File: config.mk
export PLATFORM = sky130hd
export DESIGN_NAME = atc_tx_cell
export DESIGN_NICKNAME = d
export VERILOG_FILES = /design/src/hw/atc_tx_cell.v
export VERILOG_INCLUDE_DIRS = /design/src /design/src/hw
export SDC_FILE = /design/constraint.sdc
export NUM_CORES = 2
export LEC_CHECK = 0
export BUFFER_PORTS_ARGS = -buffer_cell sky130_fd_sc_hd__buf_2
export CELL_PAD_IN_SITES_DETAIL_PLACEMENT = 1
export CELL_PAD_IN_SITES_GLOBAL_PLACEMENT = 2
export CORE_ASPECT_RATIO = 0.8
export CORE_MARGIN = 3
export CORE_UTILIZATION = 35
export DETAILED_ROUTE_END_ITERATION = 8
export PLACE_DENSITY = 0.6
export SETUP_SLACK_MARGIN = 0.1
export SYNTH_ARGS = -nofsm -noshare
export SYNTH_HDL_FRONTEND = slang
export SYNTH_SLANG_ARGS = --single-unit
File: constraint.sdc
create_clock -name clk -period 8 [get_ports clk]
set_clock_uncertainty 0.1 [all_clocks]
set_input_delay 0.8 -clock clk [delete_from_list [all_inputs] [get_ports clk]]
set_output_delay 0.8 -clock clk [all_outputs]
set_load 0.01 [all_outputs]
File: src/hw/atc_consts.vh
`ifndef ATC_CONSTS_VH
`define ATC_CONSTS_VH
// Register map, microprocessor port
`define ATC_ADDR_OP_UPPER 9'h100
`define ATC_ADDR_OP_LOWER 9'h103
`define ATC_OP_UPPER_RST 8'h00
`define ATC_OP_LOWER_RST 8'h00
`define ATC_OP_UPPER_WMASK 8'hfb
`define ATC_OP_LOWER_WMASK 8'he5
// Field positions
`define ATC_CONF_LSB 0
`define ATC_PROTO_BIT 2
`define ATC_SRST_BIT 0
// Config select codes
`define ATC_CONF_STS3C_DS3 2'h1
`define ATC_CONF_STS3 2'h3
// Cell geometry
`define ATC_CELL_BYTES 6'h35
`define ATC_HDR_BYTES 6'h04
`define ATC_HEC_POS 6'h04
`define ATC_CELL_SLOTS 3'h4
// Header check byte
`define ATC_HEC_COSET 8'h55
`define ATC_HEC_POLY 8'h07
// Idle cell content
`define ATC_IDLE_HDR 32'h00000001
`define ATC_IDLE_PAYLOAD 8'h6a
`endif

File: src/hw/atc_tx_cell.v
`include "atc_consts.vh"

// Operation
// - Config 11 selects single STS-3 operation
// - Config 01 selects STS-3c plus DS3/E3
// - Protocol bit: 0 cells, 1 packets; here a 1 only stops cell output, no packets are sent
// - Accepted bus cells stored in transmit FIFO
// - Cell-available flag prevents FIFO overrun
// - Check parity, optionally drop bad cells
// - Header filter optionally drops failing cells
// - Matching cells copied to extraction buffer
// - Header check byte inserted at octet five
// - Scramble payload octets 6 to 53 only
// - Insertion buffer drained when FIFO empty
// - Idle cells generated when both empty
// - Idle cells fill every unused slot
// - Inserted cells get same HEADER_CHECK_BYTE, scrambling
// - Forward cells to STS-3c or STS-1 mapper
// - Mapper places cells into payload envelope
// - Transport overhead added to every frame
module atc_tx_cell (
   input wire clk,
   input wire reset,
   input wire [8:0] up_addr,
   input wire [7:0] up_wdata,
   input wire up_wr,
   input wire up_rd,
   output reg [7:0] up_rdata,
   input wire [7:0] tx_bus_data,
   input wire tx_bus_soc,
   input wire tx_bus_enable_n,
   input wire tx_bus_parity,
   output reg tx_bus_cell_avail,
   input wire parity_discard_en,
   input wire filter_discard_en,
   input wire extract_en,
   input wire hec_insert_en,
   input wire scramble_en,
   input wire [31:0] filter_pattern,
   input wire [31:0] filter_mask,
   input wire [7:0] ins_byte,
   input wire ins_valid,
   output reg ins_ready,
   output reg [7:0] ext_byte,
   output reg ext_valid,
   output reg ext_sof,
   output reg [7:0] out_byte,
   output reg out_sof,
   output reg out_valid,
   input wire out_ready,
   output reg out_concat
);
   localparam S_PICK = 1'b0;
   localparam S_SEND = 1'b1;
   localparam SRC_FIFO = 2'h0;
   localparam SRC_INS = 2'h1;
   localparam SRC_IDLE = 2'h2;

   reg [7:0] op_upper_r;
   reg [7:0] op_lower_r;
   reg [10:0] sync1_r;
   reg [10:0] sync2_r;
   reg [7:0] fifo_mem [0:255];
   reg [7:0] ins_mem [0:63];
   reg [1:0] wr_cell_r;
   reg [5:0] wr_idx_r;
   reg in_cell_r;
   reg wr_perr_r;
   reg [1:0] rd_cell_r;
   reg [2:0] cnt_r;
   reg [5:0] ins_idx_r;
   reg ins_full_r;
   reg state_r;
   reg [1:0] src_r;
   reg [5:0] idx_r;
   reg copy_r;
   reg [31:0] hdr_r;
   reg [42:0] scr_r;
   reg [8:0] buf0_r;
   reg [8:0] buf1_r;
   reg [1:0] bcnt_r;

   wire sreset = op_lower_r[`ATC_SRST_BIT];
   wire cell_mode = ~op_lower_r[`ATC_PROTO_BIT];
   wire [1:0] conf = op_upper_r[`ATC_CONF_LSB +: 2];
   wire [7:0] s_data = sync2_r[7:0];
   wire s_soc = sync2_r[8];
   wire s_en = ~sync2_r[9];
   wire s_par = sync2_r[10];
   wire buf_ready = (bcnt_r != 2'h2);

   // Register port: bit 2 of the upper byte and bits 1, 3 and 4 of the lower byte stay zero
   always @(posedge clk or posedge reset) begin
      if (reset) begin
         op_upper_r <= `ATC_OP_UPPER_RST;
         op_lower_r <= `ATC_OP_LOWER_RST;
         up_rdata <= 8'h00;
         out_concat <= 1'b0;
      end else begin
         if (up_wr && up_addr == `ATC_ADDR_OP_UPPER)
            op_upper_r <= up_wdata & `ATC_OP_UPPER_WMASK;
         if (up_wr && up_addr == `ATC_ADDR_OP_LOWER)
            op_lower_r <= up_wdata & `ATC_OP_LOWER_WMASK;
         if (up_rd) begin
            case (up_addr)
               `ATC_ADDR_OP_UPPER: up_rdata <= op_upper_r;
               `ATC_ADDR_OP_LOWER: up_rdata <= op_lower_r;
               default: up_rdata <= 8'h00;
            endcase
         end
         // Concatenated mapper for config 01, per-channel mapper otherwise
         out_concat <= (conf == `ATC_CONF_STS3C_DS3);
      end
   end

   // Cell bus pins come from another clock source
   always @(posedge clk or posedge reset) begin
      if (reset) begin
         sync1_r <= 11'h200;
         sync2_r <= 11'h200;
      end else begin
         sync1_r <= {tx_bus_parity, tx_bus_enable_n, tx_bus_soc, tx_bus_data};
         sync2_r <= sync1_r;
      end
   end

   // Header check byte: CRC-8 over four octets, then coset
   function [7:0] hec_of;
      input [31:0] h;
      integer i;
      reg [7:0] c;
      begin
         c = 8'h00;
         for (i = 31; i >= 0; i = i - 1)
            c = {c[6:0], 1'b0} ^ ((c[7] ^ h[i]) ? `ATC_HEC_POLY : 8'h00);
         hec_of = c ^ `ATC_HEC_COSET;
      end
   endfunction

   // Self-synchronous x^43+1 payload scrambler, MSB first
   function [50:0] scr_of;
      input [7:0] d;
      input [42:0] s;
      integer i;
      reg [42:0] st;
      reg [7:0] o;
      begin
         st = s;
         o = 8'h00;
         for (i = 7; i >= 0; i = i - 1) begin
            o[i] = d[i] ^ st[42];
            st = {st[41:0], o[i]};
         end
         scr_of = {st, o};
      end
   endfunction

   // Write side of the transmit FIFO
   wire start_ok = s_en && s_soc && (cnt_r != `ATC_CELL_SLOTS);
   wire byte_ok = s_en && !s_soc && in_cell_r;
   wire last_wr = byte_ok && (wr_idx_r == `ATC_CELL_BYTES - 6'h01);
   wire bad_par = ~(^{s_data, s_par});
   wire cell_perr = wr_perr_r | bad_par;
   wire commit = last_wr && !(parity_discard_en && cell_perr);

   always @(posedge clk) begin
      if (start_ok)
         fifo_mem[{wr_cell_r, 6'h00}] <= s_data;
      else if (byte_ok)
         fifo_mem[{wr_cell_r, wr_idx_r}] <= s_data;
      if (ins_valid && ins_ready)
         ins_mem[ins_idx_r] <= ins_byte;
   end

   // Read side decision
   wire [7:0] fb0 = fifo_mem[{rd_cell_r, 6'h00}];
   wire [7:0] fb1 = fifo_mem[{rd_cell_r, 6'h01}];
   wire [7:0] fb2 = fifo_mem[{rd_cell_r, 6'h02}];
   wire [7:0] fb3 = fifo_mem[{rd_cell_r, 6'h03}];
   wire [31:0] fhdr = {fb0, fb1, fb2, fb3};
   wire [31:0] ihdr = {ins_mem[0], ins_mem[1], ins_mem[2], ins_mem[3]};
   wire fmatch = (((fhdr ^ filter_pattern) & filter_mask) == 32'h0);
   wire pick = (state_r == S_PICK) && cell_mode && (bcnt_r == 2'h0);
   wire fdrop = pick && (cnt_r != 3'h0) && filter_discard_en && !fmatch;
   wire last_rd = (state_r == S_SEND) && buf_ready &&
      (idx_r == `ATC_CELL_BYTES - 6'h01);
   wire fifo_done = (last_rd && src_r == SRC_FIFO) || fdrop;

   reg [7:0] raw;
   reg [7:0] sent;
   reg [42:0] scr_nxt;
   always @* begin
      raw = `ATC_IDLE_PAYLOAD;
      if (src_r == SRC_FIFO)
         raw = fifo_mem[{rd_cell_r, idx_r}];
      else if (src_r == SRC_INS)
         raw = ins_mem[idx_r];
      else if (idx_r < `ATC_HDR_BYTES)
         raw = hdr_r[8'd31 - {idx_r[1:0], 3'h0} -: 8];
      sent = raw;
      scr_nxt = scr_r;
      if (idx_r == `ATC_HEC_POS) begin
         if (hec_insert_en)
            sent = hec_of(hdr_r);
      end else if (idx_r > `ATC_HEC_POS && scramble_en) begin
         {scr_nxt, sent} = scr_of(raw, scr_r);
      end
   end

   always @(posedge clk or posedge reset) begin
      if (reset) begin
         wr_cell_r <= 2'h0;
         wr_idx_r <= 6'h00;
         in_cell_r <= 1'b0;
         wr_perr_r <= 1'b0;
         rd_cell_r <= 2'h0;
         cnt_r <= 3'h0;
         tx_bus_cell_avail <= 1'b0;
         ins_idx_r <= 6'h00;
         ins_full_r <= 1'b0;
         ins_ready <= 1'b0;
         state_r <= S_PICK;
         src_r <= SRC_IDLE;
         idx_r <= 6'h00;
         copy_r <= 1'b0;
         hdr_r <= 32'h0;
         scr_r <= 43'h0;
         ext_byte <= 8'h00;
         ext_valid <= 1'b0;
         ext_sof <= 1'b0;
      end else if (sreset) begin
         wr_idx_r <= 6'h00;
         in_cell_r <= 1'b0;
         wr_perr_r <= 1'b0;
         wr_cell_r <= 2'h0;
         rd_cell_r <= 2'h0;
         cnt_r <= 3'h0;
         tx_bus_cell_avail <= 1'b0;
         ins_idx_r <= 6'h00;
         ins_full_r <= 1'b0;
         ins_ready <= 1'b0;
         state_r <= S_PICK;
         idx_r <= 6'h00;
         copy_r <= 1'b0;
         ext_valid <= 1'b0;
         ext_sof <= 1'b0;
      end else begin
         // A new start of cell restarts the slot, so a runt is dropped
         if (start_ok) begin
            in_cell_r <= 1'b1;
            wr_idx_r <= 6'h01;
            wr_perr_r <= bad_par;
         end else if (byte_ok) begin
            wr_idx_r <= wr_idx_r + 6'h01;
            wr_perr_r <= cell_perr;
            if (last_wr)
               in_cell_r <= 1'b0;
         end
         if (commit)
            wr_cell_r <= wr_cell_r + 2'h1;
         if (fifo_done)
            rd_cell_r <= rd_cell_r + 2'h1;
         cnt_r <= cnt_r + {2'h0, commit} - {2'h0, fifo_done};
         // Room for a whole cell is announced only after the previous one is counted
         tx_bus_cell_avail <= (cnt_r + {2'h0, commit} - {2'h0, fifo_done} <
            `ATC_CELL_SLOTS) && !in_cell_r && !start_ok;

         if (ins_valid && ins_ready) begin
            ins_idx_r <= ins_idx_r + 6'h01;
            if (ins_idx_r == `ATC_CELL_BYTES - 6'h01) begin
               ins_full_r <= 1'b1;
               ins_ready <= 1'b0;
            end
         end else if (last_rd && src_r == SRC_INS) begin
            ins_full_r <= 1'b0;
            ins_idx_r <= 6'h00;
            ins_ready <= 1'b1;
         end else if (!ins_full_r) begin
            ins_ready <= 1'b1;
         end

         ext_valid <= 1'b0;
         ext_sof <= 1'b0;
         case (state_r)
            S_PICK: begin
               if (pick && !fdrop) begin
                  state_r <= S_SEND;
                  idx_r <= 6'h00;
                  copy_r <= 1'b0;
                  if (cnt_r != 3'h0) begin
                     src_r <= SRC_FIFO;
                     hdr_r <= fhdr;
                     copy_r <= extract_en && fmatch;
                  end else if (ins_full_r) begin
                     src_r <= SRC_INS;
                     hdr_r <= ihdr;
                  end else begin
                     src_r <= SRC_IDLE;
                     hdr_r <= `ATC_IDLE_HDR;
                  end
               end
            end
            S_SEND: begin
               if (buf_ready) begin
                  idx_r <= idx_r + 6'h01;
                  scr_r <= scr_nxt;
                  if (copy_r) begin
                     ext_byte <= raw;
                     ext_valid <= 1'b1;
                     ext_sof <= (idx_r == 6'h00);
                  end
                  if (last_rd)
                     state_r <= S_PICK;
               end
            end
            default: state_r <= S_PICK;
         endcase
      end
   end

   // Two-entry output buffer; a stalled mapper holds the sender in S_SEND
   wire push = (state_r == S_SEND) && buf_ready && !sreset;
   wire pop = out_ready && (bcnt_r != 2'h0);
   wire [8:0] pdata = {(idx_r == 6'h00), sent};
   always @(posedge clk or posedge reset) begin
      if (reset) begin
         buf0_r <= 9'h000;
         buf1_r <= 9'h000;
         bcnt_r <= 2'h0;
      end else begin
         case ({push, pop})
            2'b10: begin
               if (bcnt_r == 2'h0)
                  buf0_r <= pdata;
               else
                  buf1_r <= pdata;
               bcnt_r <= bcnt_r + 2'h1;
            end
            2'b01: begin
               buf0_r <= buf1_r;
               bcnt_r <= bcnt_r - 2'h1;
            end
            2'b11: begin
               if (bcnt_r == 2'h1)
                  buf0_r <= pdata;
               else begin
                  buf0_r <= buf1_r;
                  buf1_r <= pdata;
               end
            end
            default: bcnt_r <= bcnt_r;
         endcase
      end
   end

   // Mapper hand-off: envelope and overhead building lie downstream
   always @* begin
      out_byte = buf0_r[7:0];
      out_sof = buf0_r[8];
      out_valid = (bcnt_r != 2'h0);
   end
endmodule // atc_tx_cell
==> impl_results.md <==
* Power per cell area at 362 nW/um^2
* CTS Buf Count at 288
* All-Layer GR Usage at 0.216
* Yosys reg bits at 2742
* Ranking of synthesized cells by area: sky130_fd_sc_hd__edfxtp_1, sky130_fd_sc_hd__mux4_2, sky130_fd_sc_hd__dfrtp_1, sky130_fd_sc_hd__mux2i_1, sky130_fd_sc_hd__nor2_1
* Worst reg-to-reg path cell count at 11
* DRT Wirelength at 351000 um
* R2r startpoint: idx_r[0]
* Insertion delay to the later sink of the worst-skew pair at 0.85 ns
* Max Slew Vio Count at 0
* Worst Path Class, Setup: reg -> reg
* Area of the multi-input gates at around 27000 um^2
* Maximum VDD drop at 813 uV
* Placed Cells at approximately 9600
* Port Buffer Count at 141
* Transition time at the pin with the least slew margin at approximately 1.5 ns
* Maximum count of clock buffers along a single path at 4
* RSZ-0062 raised after global routing: no
* Synth warn at 0
* WL/cell at 34.9 um
* Arrival time of the worst setup path at 6.29 ns
* Detailed-routed wire length on met3 at 26500 um
* Die boundary height at roughly 500 um
* Nature of the critical path endpoint: flip-flop
* Root Driver: sky130_fd_sc_hd__clkbuf_16
* TritonCTS Sinks at 2742
* Post-CTS clock slew at the launch and capture registers of the worst setup and hold paths at ~0.060 ns
* Chip Width at 632 um
* Max Freq at 176 MHz
* Net count after synthesis at roughly 5500
* Vias in the first global route at 58100
* Remaining max-slew budget at the tightest pin at 0.0276
* Pin count of the biggest net entering global routing at 203
* Detailed placement HPWL at 225000 um
* Max-cap viol count at 0
* First-pass DRT Iterations at 5
* Starting Density at 0.353
* Path class of the lowest-slack min-delay path: in -> async
* Fill cell instance count of the final layout at roughly 30000
* Async set-reset flop share out of synthesis at 0.0664
* Leftover overflow at the end of global routing at 0
* Sequential share of the synthesized area at 0.741
* Area of the mapped netlist at ~110000 um^2
* Number of antenna-violating nets in the routed design at 0
* Average footprint of a synthesized cell at 20.4 um^2
* Via Count at 57200
* Routability Congestion at 0.835
* Highest layer used for signal routing: met5
* Crit share post-route at 0.712
* Commonest register cell after synthesis: sky130_fd_sc_hd__edfxtp_1
* Number of standard cells in the layout, taps in and fillers out at about 10000
* Total number of placement rows at 183
* Data required time at the worst endpoint at around 8.6 ns
* Setup tns final at 0 ns
* I/O Pins at 142
* Count of routing violations after the opening detailed-route iteration at 7442
* Number of distinct library cell variants in the gate-level netlist after synthesis at 80
* Reg2Reg Capture Point: buf0_r[2]
* Cell accounting for the most synthesized area: sky130_fd_sc_hd__edfxtp_1
* Average vias per placed instance at between 5 and 6
* DRT met1 WL at 163000 um
* Number of antenna violations at the first check in global routing at 25
* First-pass GRT wire length at 487000 um
* Number of flops mapped to enable cells by yosys at between 2000 and 3000
* Top cells by instance count after synthesis: sky130_fd_sc_hd__edfxtp_1, sky130_fd_sc_hd__mux4_2, sky130_fd_sc_hd__nor2_1
* Post-route DRC at 0
* Area of the core at 312000 um^2
* Final Net Count at 5820
* Die footprint at 321000 um^2
* H-Tree Depth at 5
* CTS tree: done
* Outcome: complete, no violations
* Share of cells above drive strength 1 at 0.260
* Signed area change from the synthesized netlist to the final layout at 13.3%
* Final number of setup-violating endpoints at 0
* Count of mapped cells out of synthesis at 5388
* Nature of the critical path startpoint: flip-flop
* Sequential cell area at around 81000 um^2
* Biggest fanout along the worst timing path at 61
* Static Leak at 39.7 nW
* Final period demand of the worst path at about 5.7 ns
* Hold Fails Final Rpt at 0
* Wire length on met2 at 154000 um
* Area share of the largest cell type after synthesis at 0.700
* Post-CTS resize count at 0
* Count leader, synth: sky130_fd_sc_hd__edfxtp_1
* Worst-case register-to-register setup slack at around 2.3 ns
==> flip-flops by register name, summed over array words and instances, names as in the netlist, 2 cells and up <==
register / cells
bcnt_r: 2
ext_byte: 8
op_lower_r: 5
ins_mem: 512
wr_idx_r: 6
up_rdata: 8
op_upper_r: 7
sync2_r: 11
idx_r: 6
scr_r: 43
fifo_mem: 2048
src_r: 2
cnt_r: 3
sync1_r: 11
buf1_r: 9
ins_idx_r: 6
hdr_r: 32
wr_cell_r: 2
rd_cell_r: 2
buf0_r: 9
==> what timing repair did <==
action | in CTS | in global routing
setup buffers | 0 | 0
endpoints found under the hold margin | 11 | 0
hold buffers | 11 | 0
setup endpoints to repair | 0 | 0
==> cell type report <==
| type | instances | area share |
|---|---|---|
| inverters | 29 | 0.00102 |
| diodes | 6 | 0.000121 |
| repair buffers | 315 | 0.0185 |
| well taps | 4162 | 0.0418 |
| clock inverters | 125 | 0.00701 |
| multi-input cells | 2314 | 0.214 |
| clock buffers | 369 | 0.0626 |
| flip-flops and latches | 2742 | 0.655 |
==> worst max-delay path: stages (launching register included) <==
cell and delay [ns]:
sky130_fd_sc_hd__dfrtp_4 0.82, sky130_fd_sc_hd__buf_12 0.51, sky130_fd_sc_hd__buf_4 0.56, sky130_fd_sc_hd__mux4_2 0.36, sky130_fd_sc_hd__nand2_1 0.06, sky130_fd_sc_hd__and3_1 0.21, sky130_fd_sc_hd__a2111oi_0 0.99, sky130_fd_sc_hd__o21ai_0 0.22
sky130_fd_sc_hd__o311ai_0 0.35, sky130_fd_sc_hd__and4_1 0.69, sky130_fd_sc_hd__mux2i_1 0.43, sky130_fd_sc_hd__o31ai_1 0.12
==> layout by cell type, fill, tap and decap left out, drive strengths merged, types with 98 or more instances in the layout <==
master and count:
clkinv 102, mux4 724, buf 304, dfrtp 179, mux2i 156, edfxtp 2560
a21oi 99, clkbuf 369, nand2 197, o21ai 98, nor2 390
==> per-stage QoR <==
| step | util | hold WS [ns] | setup WS, ns | power [mW] | cell area, um^2 |
|---|---|---|---|---|---|
| 5_1_grt | 0.399 | 0.0955 | 1.99 | 46.7 | 124000 |
| 3_5_place_dp | 0.371 | 0.236 | 2.22 | 32.6 | 116000 |
| 6_report | 0.399 | 0.105 | 2.30 | 45.1 | 124000 |
| 2_1_floorplan | - | 0.231 | 2.08 | 26.8 | 110000 |
| 4_1_cts | 0.399 | 0.0592 | 2.15 | 45.4 | 124000 |
| 3_3_place_gp | 0.371 | 0.237 | 2.01 | 32.6 | 116000 |
==> logic make-up (layout without fill, tap and decap cells) <==
group | count (synthesis) | count (layout) | synth area share
buf+inv | 332 | 838 | 0.0177
mux | 951 | 951 | 0.170
compound gates | 425 | 425 | 0.0255
xor+xnor | 129 | 129 | 0.0119
fa+ha+maj | 19 | 19 | 0.00223
other cells | 0 | 6 | 0
simple gates | 790 | 790 | 0.0312
flops | 2742 | 2742 | 0.741
==> worst max-delay path by stage <==
stage                           from                 to  slack, ns  cells after the start
after CTS                   idx_r[0]          buf0_r[2]       2.15                     11
after detailed placement    idx_r[0]          buf0_r[2]       2.22                     11
after floorplan           sync2_r[5]  tx_bus_cell_avail       2.08                     14
after global routing        idx_r[0]          buf0_r[2]       1.99                     11
final                       idx_r[0]          buf0_r[2]       2.30                     11
after global placement      idx_r[0]          buf0_r[4]       2.01                     11
==> per-layer routing <==
| metal | global-route usage | vias up |
|---|---|---|
| li1 | - | 22700 |
| met1 | 0.339 | 31700 |
| met2 | 0.315 | 2338 |
| met3 | 0.0373 | 423 |
| met4 | 0.0473 | 4 |
| met5 | 0 | - |
==> where the power goes <==
part | total [mW] | switching (mW) | leakage (nW) | internal, mW
sequential | 16.7 | 0.632 | 25.3 | 16.0
combinational | 15.6 | 9.24 | 10.1 | 6.38
clock | 12.8 | 5.60 | 4.26 | 7.17
total | 45.1 | 15.5 | 39.7 | 29.6
Note: power is estimated with default switching activity, not from simulation.
